File: config.mk
export PLATFORM = sky130hd
export DESIGN_NAME = sd10_serdes
export DESIGN_NICKNAME = d
export VERILOG_FILES = /design/src/shared/sd10_pkg.sv /design/src/logic/sd10_serdes.sv /design/src/logic/sd10_sync.sv
export SDC_FILE = /design/constraint.sdc
export NUM_CORES = 1
export LEC_CHECK = 0
export ABC_AREA = 1
export CORE_ASPECT_RATIO = 1.2
export CORE_MARGIN = 4
export CORE_UTILIZATION = 45
export DETAILED_ROUTE_END_ITERATION = 10
export DONT_BUFFER_PORTS = 1
export HOLD_SLACK_MARGIN = 0.08
export SLEW_MARGIN = 5
export SYNTH_ARGS = -nofsm -noshare
export SYNTH_HDL_FRONTEND = slang
export SYNTH_SLANG_ARGS = --single-unit
File: constraint.sdc
create_clock -name CLK -period 5.1 [get_ports CLK]
set_input_delay 0.255 -clock CLK [delete_from_list [all_inputs] [get_ports CLK]]
set_output_delay 0.255 -clock CLK [all_outputs]
set_load 0.05 [all_outputs]
File: src/shared/sd10_pkg.sv
package sd10_pkg;

  // word and frame geometry
  localparam int DATA_W = 10;
  localparam int FRAME_W = 12;
  localparam int POS_W = 4;

  // framing bits: start at frame bit 0, stop at frame bit 11
  localparam logic START_BIT = 1'b1;
  localparam logic STOP_BIT = 1'b0;
  // six ones then six zeros, bit 0 sent first
  localparam logic [11:0] SYNC_PATTERN = 12'h03f;

  // sync request qualification and burst length, in transmit clock cycles
  localparam logic [2:0] SYNC_HOLD_CYCLES = 3'h6;
  localparam logic [10:0] SYNC_BURST_LEN = 11'h402;
  localparam logic [10:0] SYNC_BURST_LAST = SYNC_BURST_LEN - 11'h001;
  // reinitialisation after power-down, in transmit clock cycles
  localparam logic [10:0] INIT_LEN = 11'h402;
  localparam logic [10:0] INIT_LAST = INIT_LEN - 11'h001;

  // boundary search: words needed to lock and misses needed to unlock
  localparam logic [2:0] LOCK_MATCH = 3'h4;
  localparam logic [2:0] LOSS_MISS = 3'h4;

  // recovered clock shape, in system clock cycles after a new word
  localparam int CLK_PERIOD_NS = 40;
  localparam int RCLK_SETUP_NS = 80;
  localparam int RCLK_HIGH_NS = 120;
  localparam logic [2:0] RCLK_SETUP_CYC = 3'((RCLK_SETUP_NS + CLK_PERIOD_NS - 1) / CLK_PERIOD_NS);
  localparam logic [2:0] RCLK_END_CYC =
    3'((RCLK_SETUP_NS + RCLK_HIGH_NS + CLK_PERIOD_NS - 1) / CLK_PERIOD_NS);

  typedef enum logic [1:0] {SER_INIT, SER_DATA, SER_BURST, SER_HOLD} sd10_ser_state_t;
  typedef enum logic {DES_HUNT, DES_LOCK} sd10_des_state_t;

  // serializer side of the link
  typedef struct packed {
    logic oe_n;
    logic strobe;
    logic [FRAME_W-1:0] word;
  } sd10_ser_link_t;

  // deserializer parallel side
  typedef struct packed {
    logic [DATA_W-1:0] parallel_out;
    logic parallel_oe_n;
    logic recovered_clock;
    logic recovered_clock_oe_n;
    logic lock_n;
    logic lock_oe_n;
  } sd10_rx_out_t;

endpackage : sd10_pkg

File: src/logic/sd10_serdes.sv
`timescale 1ns/1ps
`default_nettype none
module sd10_serdes (
  input wire logic CLK, // 25 MHz system clock
  input wire logic RESETN, // asynchronous reset, active low
  input wire logic TRANSMIT_CLOCK, // word clock from the data source
  input wire logic TX_EDGE_SELECT, // high: rising latch edge
  input wire logic SYNC_REQUEST_A, // sync request
  input wire logic SYNC_REQUEST_B, // sync request
  input wire logic [9:0] PARALLEL_IN, // word to send
  input wire logic SERIAL_DRIVER_ENABLE, // high enables link driver
  input wire logic TX_POWER_DOWN_N, // serializer power-down, active low
  output var sd10_pkg::sd10_ser_link_t SER_LINK, // frame word, strobe, enable
  input wire logic RX_LINK_CLOCK, // partner word clock, rising edge
  input wire logic [11:0] RX_LINK_WORD, // partner frame word
  input wire logic RX_EDGE_SELECT, // high: rising strobe edge
  input wire logic RX_POWER_DOWN_N, // deserializer power-down, active low, takes effect only while RX_OUTPUT_ENABLE is low
  input wire logic RX_OUTPUT_ENABLE, // high enables parallel outputs
  output var sd10_pkg::sd10_rx_out_t RX_OUT // parallel word, clock, lock
);

  function automatic logic [11:0] frame_at(input logic [23:0] s, input logic [3:0] p);
    logic [23:0] sh;
    sh = s >> p;
    return sh[11:0];
  endfunction : frame_at

  logic [15:0] tx_raw;
  logic [15:0] tx_s;
  logic [15:0] rx_raw;
  logic [15:0] rx_s;

  assign tx_raw = {PARALLEL_IN, TX_POWER_DOWN_N, SERIAL_DRIVER_ENABLE, SYNC_REQUEST_B,
                   SYNC_REQUEST_A, TX_EDGE_SELECT, TRANSMIT_CLOCK};
  assign rx_raw = {RX_LINK_WORD, RX_OUTPUT_ENABLE, RX_POWER_DOWN_N, RX_EDGE_SELECT,
                   RX_LINK_CLOCK};

  sd10_sync #(.WIDTH(16)) u_tx_sync (.clk(CLK), .reset_n(RESETN), .d(tx_raw), .q(tx_s));
  sd10_sync #(.WIDTH(16)) u_rx_sync (.clk(CLK), .reset_n(RESETN), .d(rx_raw), .q(rx_s));

  // ---------------- serializer ----------------
  logic transmit_clock_q;
  logic tx_ev;
  logic req_any;
  logic tx_pd_n_s;
  logic den_s;
  logic [9:0] din_s;
  logic [2:0] req_cnt_q;
  logic [10:0] init_cnt_q;
  logic [10:0] burst_cnt_q;
  logic [11:0] ser_word_q;
  logic ser_strobe_q;
  logic ser_oe_n_q;
  sd10_pkg::sd10_ser_state_t ser_st_q;
  sd10_pkg::sd10_ser_state_t ser_st_d;

  assign req_any = tx_s[2] | tx_s[3];
  assign den_s = tx_s[4];
  assign tx_pd_n_s = tx_s[5];
  assign din_s = tx_s[15:6];

  always_ff @(posedge CLK or negedge RESETN) begin
    if (!RESETN) transmit_clock_q <= 1'b0;
    else transmit_clock_q <= tx_s[0];
  end

  assign tx_ev = tx_s[1] ? (tx_s[0] & ~transmit_clock_q) : (~tx_s[0] & transmit_clock_q);

  always_ff @(posedge CLK or negedge RESETN) begin
    if (!RESETN) begin
      req_cnt_q <= 3'h0;
    end else if (!req_any) begin
      req_cnt_q <= 3'h0;
    end else if (tx_ev && req_cnt_q != sd10_pkg::SYNC_HOLD_CYCLES) begin
      req_cnt_q <= req_cnt_q + 3'h1;
    end
  end

  always_comb begin
    ser_st_d = ser_st_q;
    unique case (ser_st_q)
      sd10_pkg::SER_INIT: begin
        if (tx_ev && init_cnt_q == sd10_pkg::INIT_LAST) ser_st_d = sd10_pkg::SER_DATA;
      end
      sd10_pkg::SER_DATA: begin
        if (req_cnt_q == sd10_pkg::SYNC_HOLD_CYCLES) ser_st_d = sd10_pkg::SER_BURST;
      end
      sd10_pkg::SER_BURST: begin
        if (tx_ev && burst_cnt_q == sd10_pkg::SYNC_BURST_LAST) begin
          ser_st_d = req_any ? sd10_pkg::SER_HOLD : sd10_pkg::SER_DATA;
        end
      end
      sd10_pkg::SER_HOLD: begin
        if (!req_any) ser_st_d = sd10_pkg::SER_DATA;
      end
    endcase
    if (!tx_pd_n_s) ser_st_d = sd10_pkg::SER_INIT;
  end

  always_ff @(posedge CLK or negedge RESETN) begin
    if (!RESETN) ser_st_q <= sd10_pkg::SER_INIT;
    else ser_st_q <= ser_st_d;
  end

  always_ff @(posedge CLK or negedge RESETN) begin
    if (!RESETN) begin
      init_cnt_q <= 11'h000;
    end else if (ser_st_q != sd10_pkg::SER_INIT || !tx_pd_n_s) begin
      init_cnt_q <= 11'h000;
    end else if (tx_ev) begin
      init_cnt_q <= init_cnt_q + 11'h001;
    end
  end

  always_ff @(posedge CLK or negedge RESETN) begin
    if (!RESETN) begin
      burst_cnt_q <= 11'h000;
    end else if (ser_st_q != sd10_pkg::SER_BURST) begin
      burst_cnt_q <= 11'h000;
    end else if (tx_ev) begin
      burst_cnt_q <= burst_cnt_q + 11'h001;
    end
  end

  // framing bits, bit order, sync pattern
  always_ff @(posedge CLK or negedge RESETN) begin
    if (!RESETN) begin
      ser_word_q <= 12'h000;
    end else if (tx_ev) begin
      if (ser_st_q == sd10_pkg::SER_BURST || ser_st_q == sd10_pkg::SER_HOLD) begin
        ser_word_q <= sd10_pkg::SYNC_PATTERN;
      end else begin
        ser_word_q <= {sd10_pkg::STOP_BIT, din_s, sd10_pkg::START_BIT};
      end
    end
  end

  always_ff @(posedge CLK or negedge RESETN) begin
    if (!RESETN) ser_strobe_q <= 1'b0;
    else ser_strobe_q <= tx_ev && ser_st_q != sd10_pkg::SER_INIT && tx_pd_n_s;
  end

  // driver gating; enable leaves the state machine alone
  always_ff @(posedge CLK or negedge RESETN) begin
    if (!RESETN) begin
      ser_oe_n_q <= 1'b1;
    end else begin
      ser_oe_n_q <= !(den_s && tx_pd_n_s && ser_st_q != sd10_pkg::SER_INIT &&
                      (ser_st_q != sd10_pkg::SER_DATA || !req_any));
    end
  end

  assign SER_LINK = '{oe_n: ser_oe_n_q, strobe: ser_strobe_q, word: ser_word_q};

  // ---------------- deserializer ----------------
  logic lclk_q;
  logic rx_ev;
  logic rx_sel_s;
  logic ren_s;
  logic rx_pd;
  logic [11:0] prev_word_q;
  logic [23:0] stream;
  logic [11:0] cand;
  logic [11:0] rx_frame;
  logic repetitive_multitransition;
  logic unique_hit;
  logic [3:0] hit_pos;
  logic [3:0] pos_q;
  logic [2:0] match_cnt_q;
  logic [2:0] miss_cnt_q;
  logic [9:0] rx_data_q;
  logic [2:0] strobe_cnt_q;
  logic rclk_q;
  logic rclk_en;
  logic par_oe_n_q;
  logic lock_n_q;
  logic lock_oe_n_q;
  sd10_pkg::sd10_des_state_t des_st_q;
  sd10_pkg::sd10_des_state_t des_st_d;

  assign rx_sel_s = rx_s[1];
  assign ren_s = rx_s[3];
  assign rx_pd = !rx_s[2] && !ren_s;
  assign stream = {rx_s[15:4], prev_word_q};
  assign rx_frame = frame_at(stream, pos_q);

  always_ff @(posedge CLK or negedge RESETN) begin
    if (!RESETN) lclk_q <= 1'b0;
    else lclk_q <= rx_s[0];
  end
  assign rx_ev = rx_s[0] & ~lclk_q;

  always_ff @(posedge CLK or negedge RESETN) begin
    if (!RESETN) prev_word_q <= 12'h000;
    else if (rx_ev) prev_word_q <= rx_s[15:4];
  end

  // a boundary candidate is a high start with a low stop eleven bits later
  for (genvar p = 0; p < sd10_pkg::FRAME_W; p++) begin : g_cand
    assign cand[p] = stream[p] == sd10_pkg::START_BIT && stream[p+11] == sd10_pkg::STOP_BIT;
  end

  // more than one candidate is a possible false lock
  assign repetitive_multitransition = (cand & (cand - 12'h001)) != 12'h000;
  assign unique_hit = cand != 12'h000 && !repetitive_multitransition;

  always_comb begin
    hit_pos = 4'h0;
    for (int i = sd10_pkg::FRAME_W - 1; i >= 0; i--) begin
      if (cand[i]) hit_pos = 4'(i);
    end
  end

  always_comb begin
    des_st_d = des_st_q;
    unique case (des_st_q)
      sd10_pkg::DES_HUNT: begin
        if (rx_ev && unique_hit && hit_pos == pos_q &&
            match_cnt_q == sd10_pkg::LOCK_MATCH - 3'h1) begin
          des_st_d = sd10_pkg::DES_LOCK;
        end
      end
      sd10_pkg::DES_LOCK: begin
        if (rx_ev && !cand[pos_q] && miss_cnt_q == sd10_pkg::LOSS_MISS - 3'h1) begin
          des_st_d = sd10_pkg::DES_HUNT;
        end
      end
    endcase
    if (rx_pd) des_st_d = sd10_pkg::DES_HUNT;
  end

  always_ff @(posedge CLK or negedge RESETN) begin
    if (!RESETN) des_st_q <= sd10_pkg::DES_HUNT;
    else des_st_q <= des_st_d;
  end

  always_ff @(posedge CLK or negedge RESETN) begin
    if (!RESETN) begin
      pos_q <= 4'h0;
      match_cnt_q <= 3'h0;
    end else if (rx_pd || des_st_q == sd10_pkg::DES_LOCK) begin
      match_cnt_q <= 3'h0;
    end else if (rx_ev) begin
      if (!unique_hit) begin
        match_cnt_q <= 3'h0;
      end else if (hit_pos == pos_q && match_cnt_q != 3'h0) begin
        match_cnt_q <= match_cnt_q + 3'h1;
      end else begin
        pos_q <= hit_pos;
        match_cnt_q <= 3'h1;
      end
    end
  end

  // once locked, only the locked position is checked
  always_ff @(posedge CLK or negedge RESETN) begin
    if (!RESETN) miss_cnt_q <= 3'h0;
    else if (rx_pd || des_st_q != sd10_pkg::DES_LOCK) miss_cnt_q <= 3'h0;
    else if (rx_ev) miss_cnt_q <= cand[pos_q] ? 3'h0 : miss_cnt_q + 3'h1;
  end

  // capture the word, then shape the strobe after it settles
  always_ff @(posedge CLK or negedge RESETN) begin
    if (!RESETN) begin
      rx_data_q <= 10'h000;
      strobe_cnt_q <= 3'h0;
    end else if (rx_ev && des_st_q == sd10_pkg::DES_LOCK && !rx_pd) begin
      rx_data_q <= rx_frame[10:1];
      strobe_cnt_q <= 3'h1;
    end else if (strobe_cnt_q == sd10_pkg::RCLK_END_CYC) begin
      strobe_cnt_q <= 3'h0;
    end else if (strobe_cnt_q != 3'h0) begin
      strobe_cnt_q <= strobe_cnt_q + 3'h1;
    end
  end

  // clock runs only when locked and enabled
  assign rclk_en = des_st_q == sd10_pkg::DES_LOCK && ren_s && !rx_pd;

  // strobe edge polarity; the idle level is the opposite of the strobe edge
  always_ff @(posedge CLK or negedge RESETN) begin
    if (!RESETN) rclk_q <= 1'b1;
    else if (rclk_en && strobe_cnt_q >= sd10_pkg::RCLK_SETUP_CYC) rclk_q <= rx_sel_s;
    else rclk_q <= !rx_sel_s;
  end

  // enable gating, float while unlocked, float in power-down
  always_ff @(posedge CLK or negedge RESETN) begin
    if (!RESETN) begin
      par_oe_n_q <= 1'b1;
      lock_oe_n_q <= 1'b1;
    end else begin
      par_oe_n_q <= !rclk_en;
      lock_oe_n_q <= rx_pd;
    end
  end

  always_ff @(posedge CLK or negedge RESETN) begin
    if (!RESETN) lock_n_q <= 1'b1;
    else lock_n_q <= des_st_q != sd10_pkg::DES_LOCK;
  end

  assign RX_OUT = '{parallel_out: rx_data_q, parallel_oe_n: par_oe_n_q,
                    recovered_clock: rclk_q, recovered_clock_oe_n: par_oe_n_q,
                    lock_n: lock_n_q, lock_oe_n: lock_oe_n_q};
endmodule : sd10_serdes
`default_nettype wire

File: src/logic/sd10_sync.sv
`timescale 1ns/1ps
`default_nettype none
// two-flop synchroniser for pins from outside the clock domain
module sd10_sync #(
  parameter int WIDTH = 16
) (
  input wire logic clk, // system clock
  input wire logic reset_n, // asynchronous reset, active low
  input wire logic [WIDTH-1:0] d, // asynchronous pins
  output logic [WIDTH-1:0] q // synchronised copy
);
  logic [WIDTH-1:0] meta_q;

  // the first stage feeds only the second stage
  always_ff @(posedge clk or negedge reset_n) begin
    if (!reset_n) begin
      meta_q <= '0;
      q <= '0;
    end else begin
      meta_q <= d;
      q <= meta_q;
    end
  end
endmodule : sd10_sync
`default_nettype wire

==> metrics.cfg <==
[outcome]
status = completed

[worst_hold_path]
min_path_type = flop to flop

[logic_synthesis]
ys_async_sr_fraction = 1.00
synth_top_cell_area_share = 0.530
synth_adder_area_share = 0.0301
synth_flop_cell = dfrtp_1
synth_area_leaders = dfrtp_1 (53%), nand2_1 (9.3%), o21ai_0 (5.4%)
synth_seq_cells = 146
netlist_area_mm2 = 0.00666
syn_avg_cell_area_um2 = 9.12
synth_most_common_cell = nand2_1
synth_cell_types = 51
yosysWarnings = 0
synth_compound_area_frac = 0.129
synth-edff-count = 0
synthSimpleGateAreaFrac = 0.210
yosysSeqAreaShare = 0.550
syn-num-nets = 780
synth-xor-area-share = 0.00263
synth_top_family_by_area = simple AND/OR/NAND/NOR gates
synth_area_leader_cell = dfrtp_1
synthMuxAreaShare = 0.00752
syn_inst = 730
synth_common_cells = nand2_1 (165), dfrtp_1 (141), inv_1 (72), o21ai_0 (72)

[detailed_routing]
wl_per_cell_um = 14.8
drtIter0Drc = 300
via_per_inst = 5.14
dr.pass1.iters = 4
wirelength_mm = 14.3
drt_drc_violations_left = 0
vias = 4961
ant_nets = 0

[global_route]
antenna_found_initial = 0
grt_pass1_vias = 5185
grtUsageTotal = 0.184
grt_pass1_wl_mm = 24.7
grt_remaining_overflow = 0
grt_max_degree = 147

[timing]
final_max_slew_viol_count = 0
worstMarginPinSlew_ns = 1.10
setup_tns_ns = 0
layout_min_cycle_time_ns = 2.62
setup_viol_count_final = 0
skew_ns = 0.00956
post-route-period-util = 0.515
final_hold_viol_count = 0
max_freq_ghz = 0.381
rsz0062_at_grt = no
max_slew_margin = 0.269
final_critical_path_setup_slack_ns = 2.48

[worst_setup_path]
required_ns = 5.45
worstSetupPathType = flop to flop
worst-path-max-fanout = 42
critPathArrivalTime_ns = 2.98
crit_path_start_kind = flop
cp-end-kind = flop

[floorplan]
core_mm2 = 0.0145
io_pins = 63
core.rowCount = 48
die_h_um = 141
floorplan.die.width_um = 119
start_util = 0.460
dieArea_mm2 = 0.0168

[cells_and_area]
nFillCells = 1298
final_cells = 966
area_growth_pct = 15.9
final_nets = 803
drive_above_1_share = 0.0992
diodes = 0

[clock_tree]
clk_pin_slew_worst_paths_ns = 0.07
cts.sinks = 146
holdBufCountCts = 34
ctsResizeCount = 0
cts_tree = yes
cts-root-buf = clkbuf_16
cts_inserted_buffers = 17
cts_buffer_depth = 2
htreeDepth = 4
clk_latency_ns = 0.43
post-cts-setup-buffer-count = 0

[place]
dp_slack_ns = 2.48
finalWeightedCongestion = 0.915
dp.cells = 900
hpwl_mm = 10.0
io_buffer_count = 0

[power]
swShare = 0.381
intPower_mw = 2.20
p_clk_frac = 0.349
ir_drop_v = 0.000279
p_per_area_mw_per_mm2 = 460
combPwrFrac = 0.227
p_leak_nw = 3.60
power_frac_seq = 0.423
power_switching_mw = 1.35

[job]
cap_violations = 0

-- per-layer routing --
metal / global-route usage / vias up / wire [um]
met5: 0 / - / 0
li1: - / 2446 / -
met4: 0.0824 / 0 / 308
met1: 0.207 / 2395 / 5900
met2: 0.327 / 96 / 7520
met3: 0.0474 / 24 / 545
-- cell usage in the layout (no fill, tap or decap), types with 10 or more instances in the layout --
cell type      count
ha_1              16
nor3_1            10
nand3_1           42
o21ai_0           72
nand2_1          165
o211ai_1          10
dlygate4sd3_1     33
nor2_1            42
clkbuf_16         17
dfrtp_1          141
a21oi_1           39
inv_1             72
-- worst max-delay path, cell delays in order, from the launching register on --
cell and delay [ns]:
dfrtp_1 1.07, inv_1 0.42, o22ai_1 0.26, o21ai_0 0.08, o21ai_0 0.44, o22ai_1 0.13
a21oi_1 0.14
-- state kept, by name (all words and copies together) (netlist names), 10 cells and up --
| register | flops |
|---|---|
| rx_data_q | 10 |
| burst_cnt_q | 11 |
| init_cnt_q | 11 |
| u_tx_sync.meta_q | 16 |
| u_rx_sync.meta_q | 16 |
| prev_word_q | 12 |
| u_tx_sync.q | 16 |
| u_rx_sync.q | 16 |
| ser_word_q | 11 |
-- cells by family (layout without fill, tap and decap cells) --
| kind of cell | count (synthesis) | count (layout) |
|---|---|---|
| AOI/OAI and AO/OA | 151 | 151 |
| xor gates and xnor gates | 2 | 2 |
| adders and majority gates | 16 | 16 |
| buffers and inverters | 110 | 146 |
| DFF | 146 | 146 |
| muxes | 5 | 5 |
| other | 1 | 1 |
| and+or+nand+nor | 299 | 299 |
-- power groups by stage --
| stage | registers [mW] | logic (mW) | clock network (mW) |
|---|---|---|---|
| final | 1.50 | 0.807 | 1.24 |
| after global routing | 1.52 | 0.928 | 1.33 |
| after CTS | 1.50 | 0.808 | 1.28 |
| after detailed placement | 1.52 | 0.758 | 0 |
| after global placement | 1.52 | 0.742 | 0 |
| after floorplan | 1.42 | 0.679 | 0 |
-- through the flow --
step | util | hold WS [ns] | cell area [um^2] | power (mW)
6_report | 0.533 | 0.348 | 7710 | 3.55
5_1_grt | 0.533 | 0.351 | 7710 | 3.78
4_1_cts | 0.533 | 0.345 | 7710 | 3.59
3_5_place_dp | 0.466 | -0.0340 | 6750 | 2.28
3_3_place_gp | 0.466 | -0.0344 | 6750 | 2.26
2_1_floorplan | - | -0.0406 | 6660 | 2.10
-- cell type report --
| type | instances | area (um^2) | share of cell area |
|---|---|---|---|
| Sequential cell | 146 | 3660 | 0.474 |
| Multi-Input combinational cell | 474 | 2530 | 0.328 |
| Clock buffer | 17 | 425 | 0.0551 |
| Timing Repair Buffer | 35 | 365 | 0.0474 |
| Inverter | 79 | 297 | 0.0384 |
| Tap cell | 200 | 250 | 0.0324 |
| Clock inverter | 15 | 186 | 0.0242 |
-- worst paths after layout --
kind,startpoint,end,slack [ns],cells past startpoint
worst max-delay path,pos_q[0],des_st_q,2.48,6
worst min-delay path,u_rx_sync.meta_q[1],u_rx_sync.q[1],0.35,0
worst max register to register,pos_q[0],des_st_q,2.48,6
worst min register to register,u_rx_sync.meta_q[1],u_rx_sync.q[1],0.35,0
max in group asynchronous,RESETN,u_rx_sync.meta_q[1],4.07,2
min in group asynchronous,RESETN,prev_word_q[4],0.45,2
Note: power is estimated with default switching activity, not from simulation.
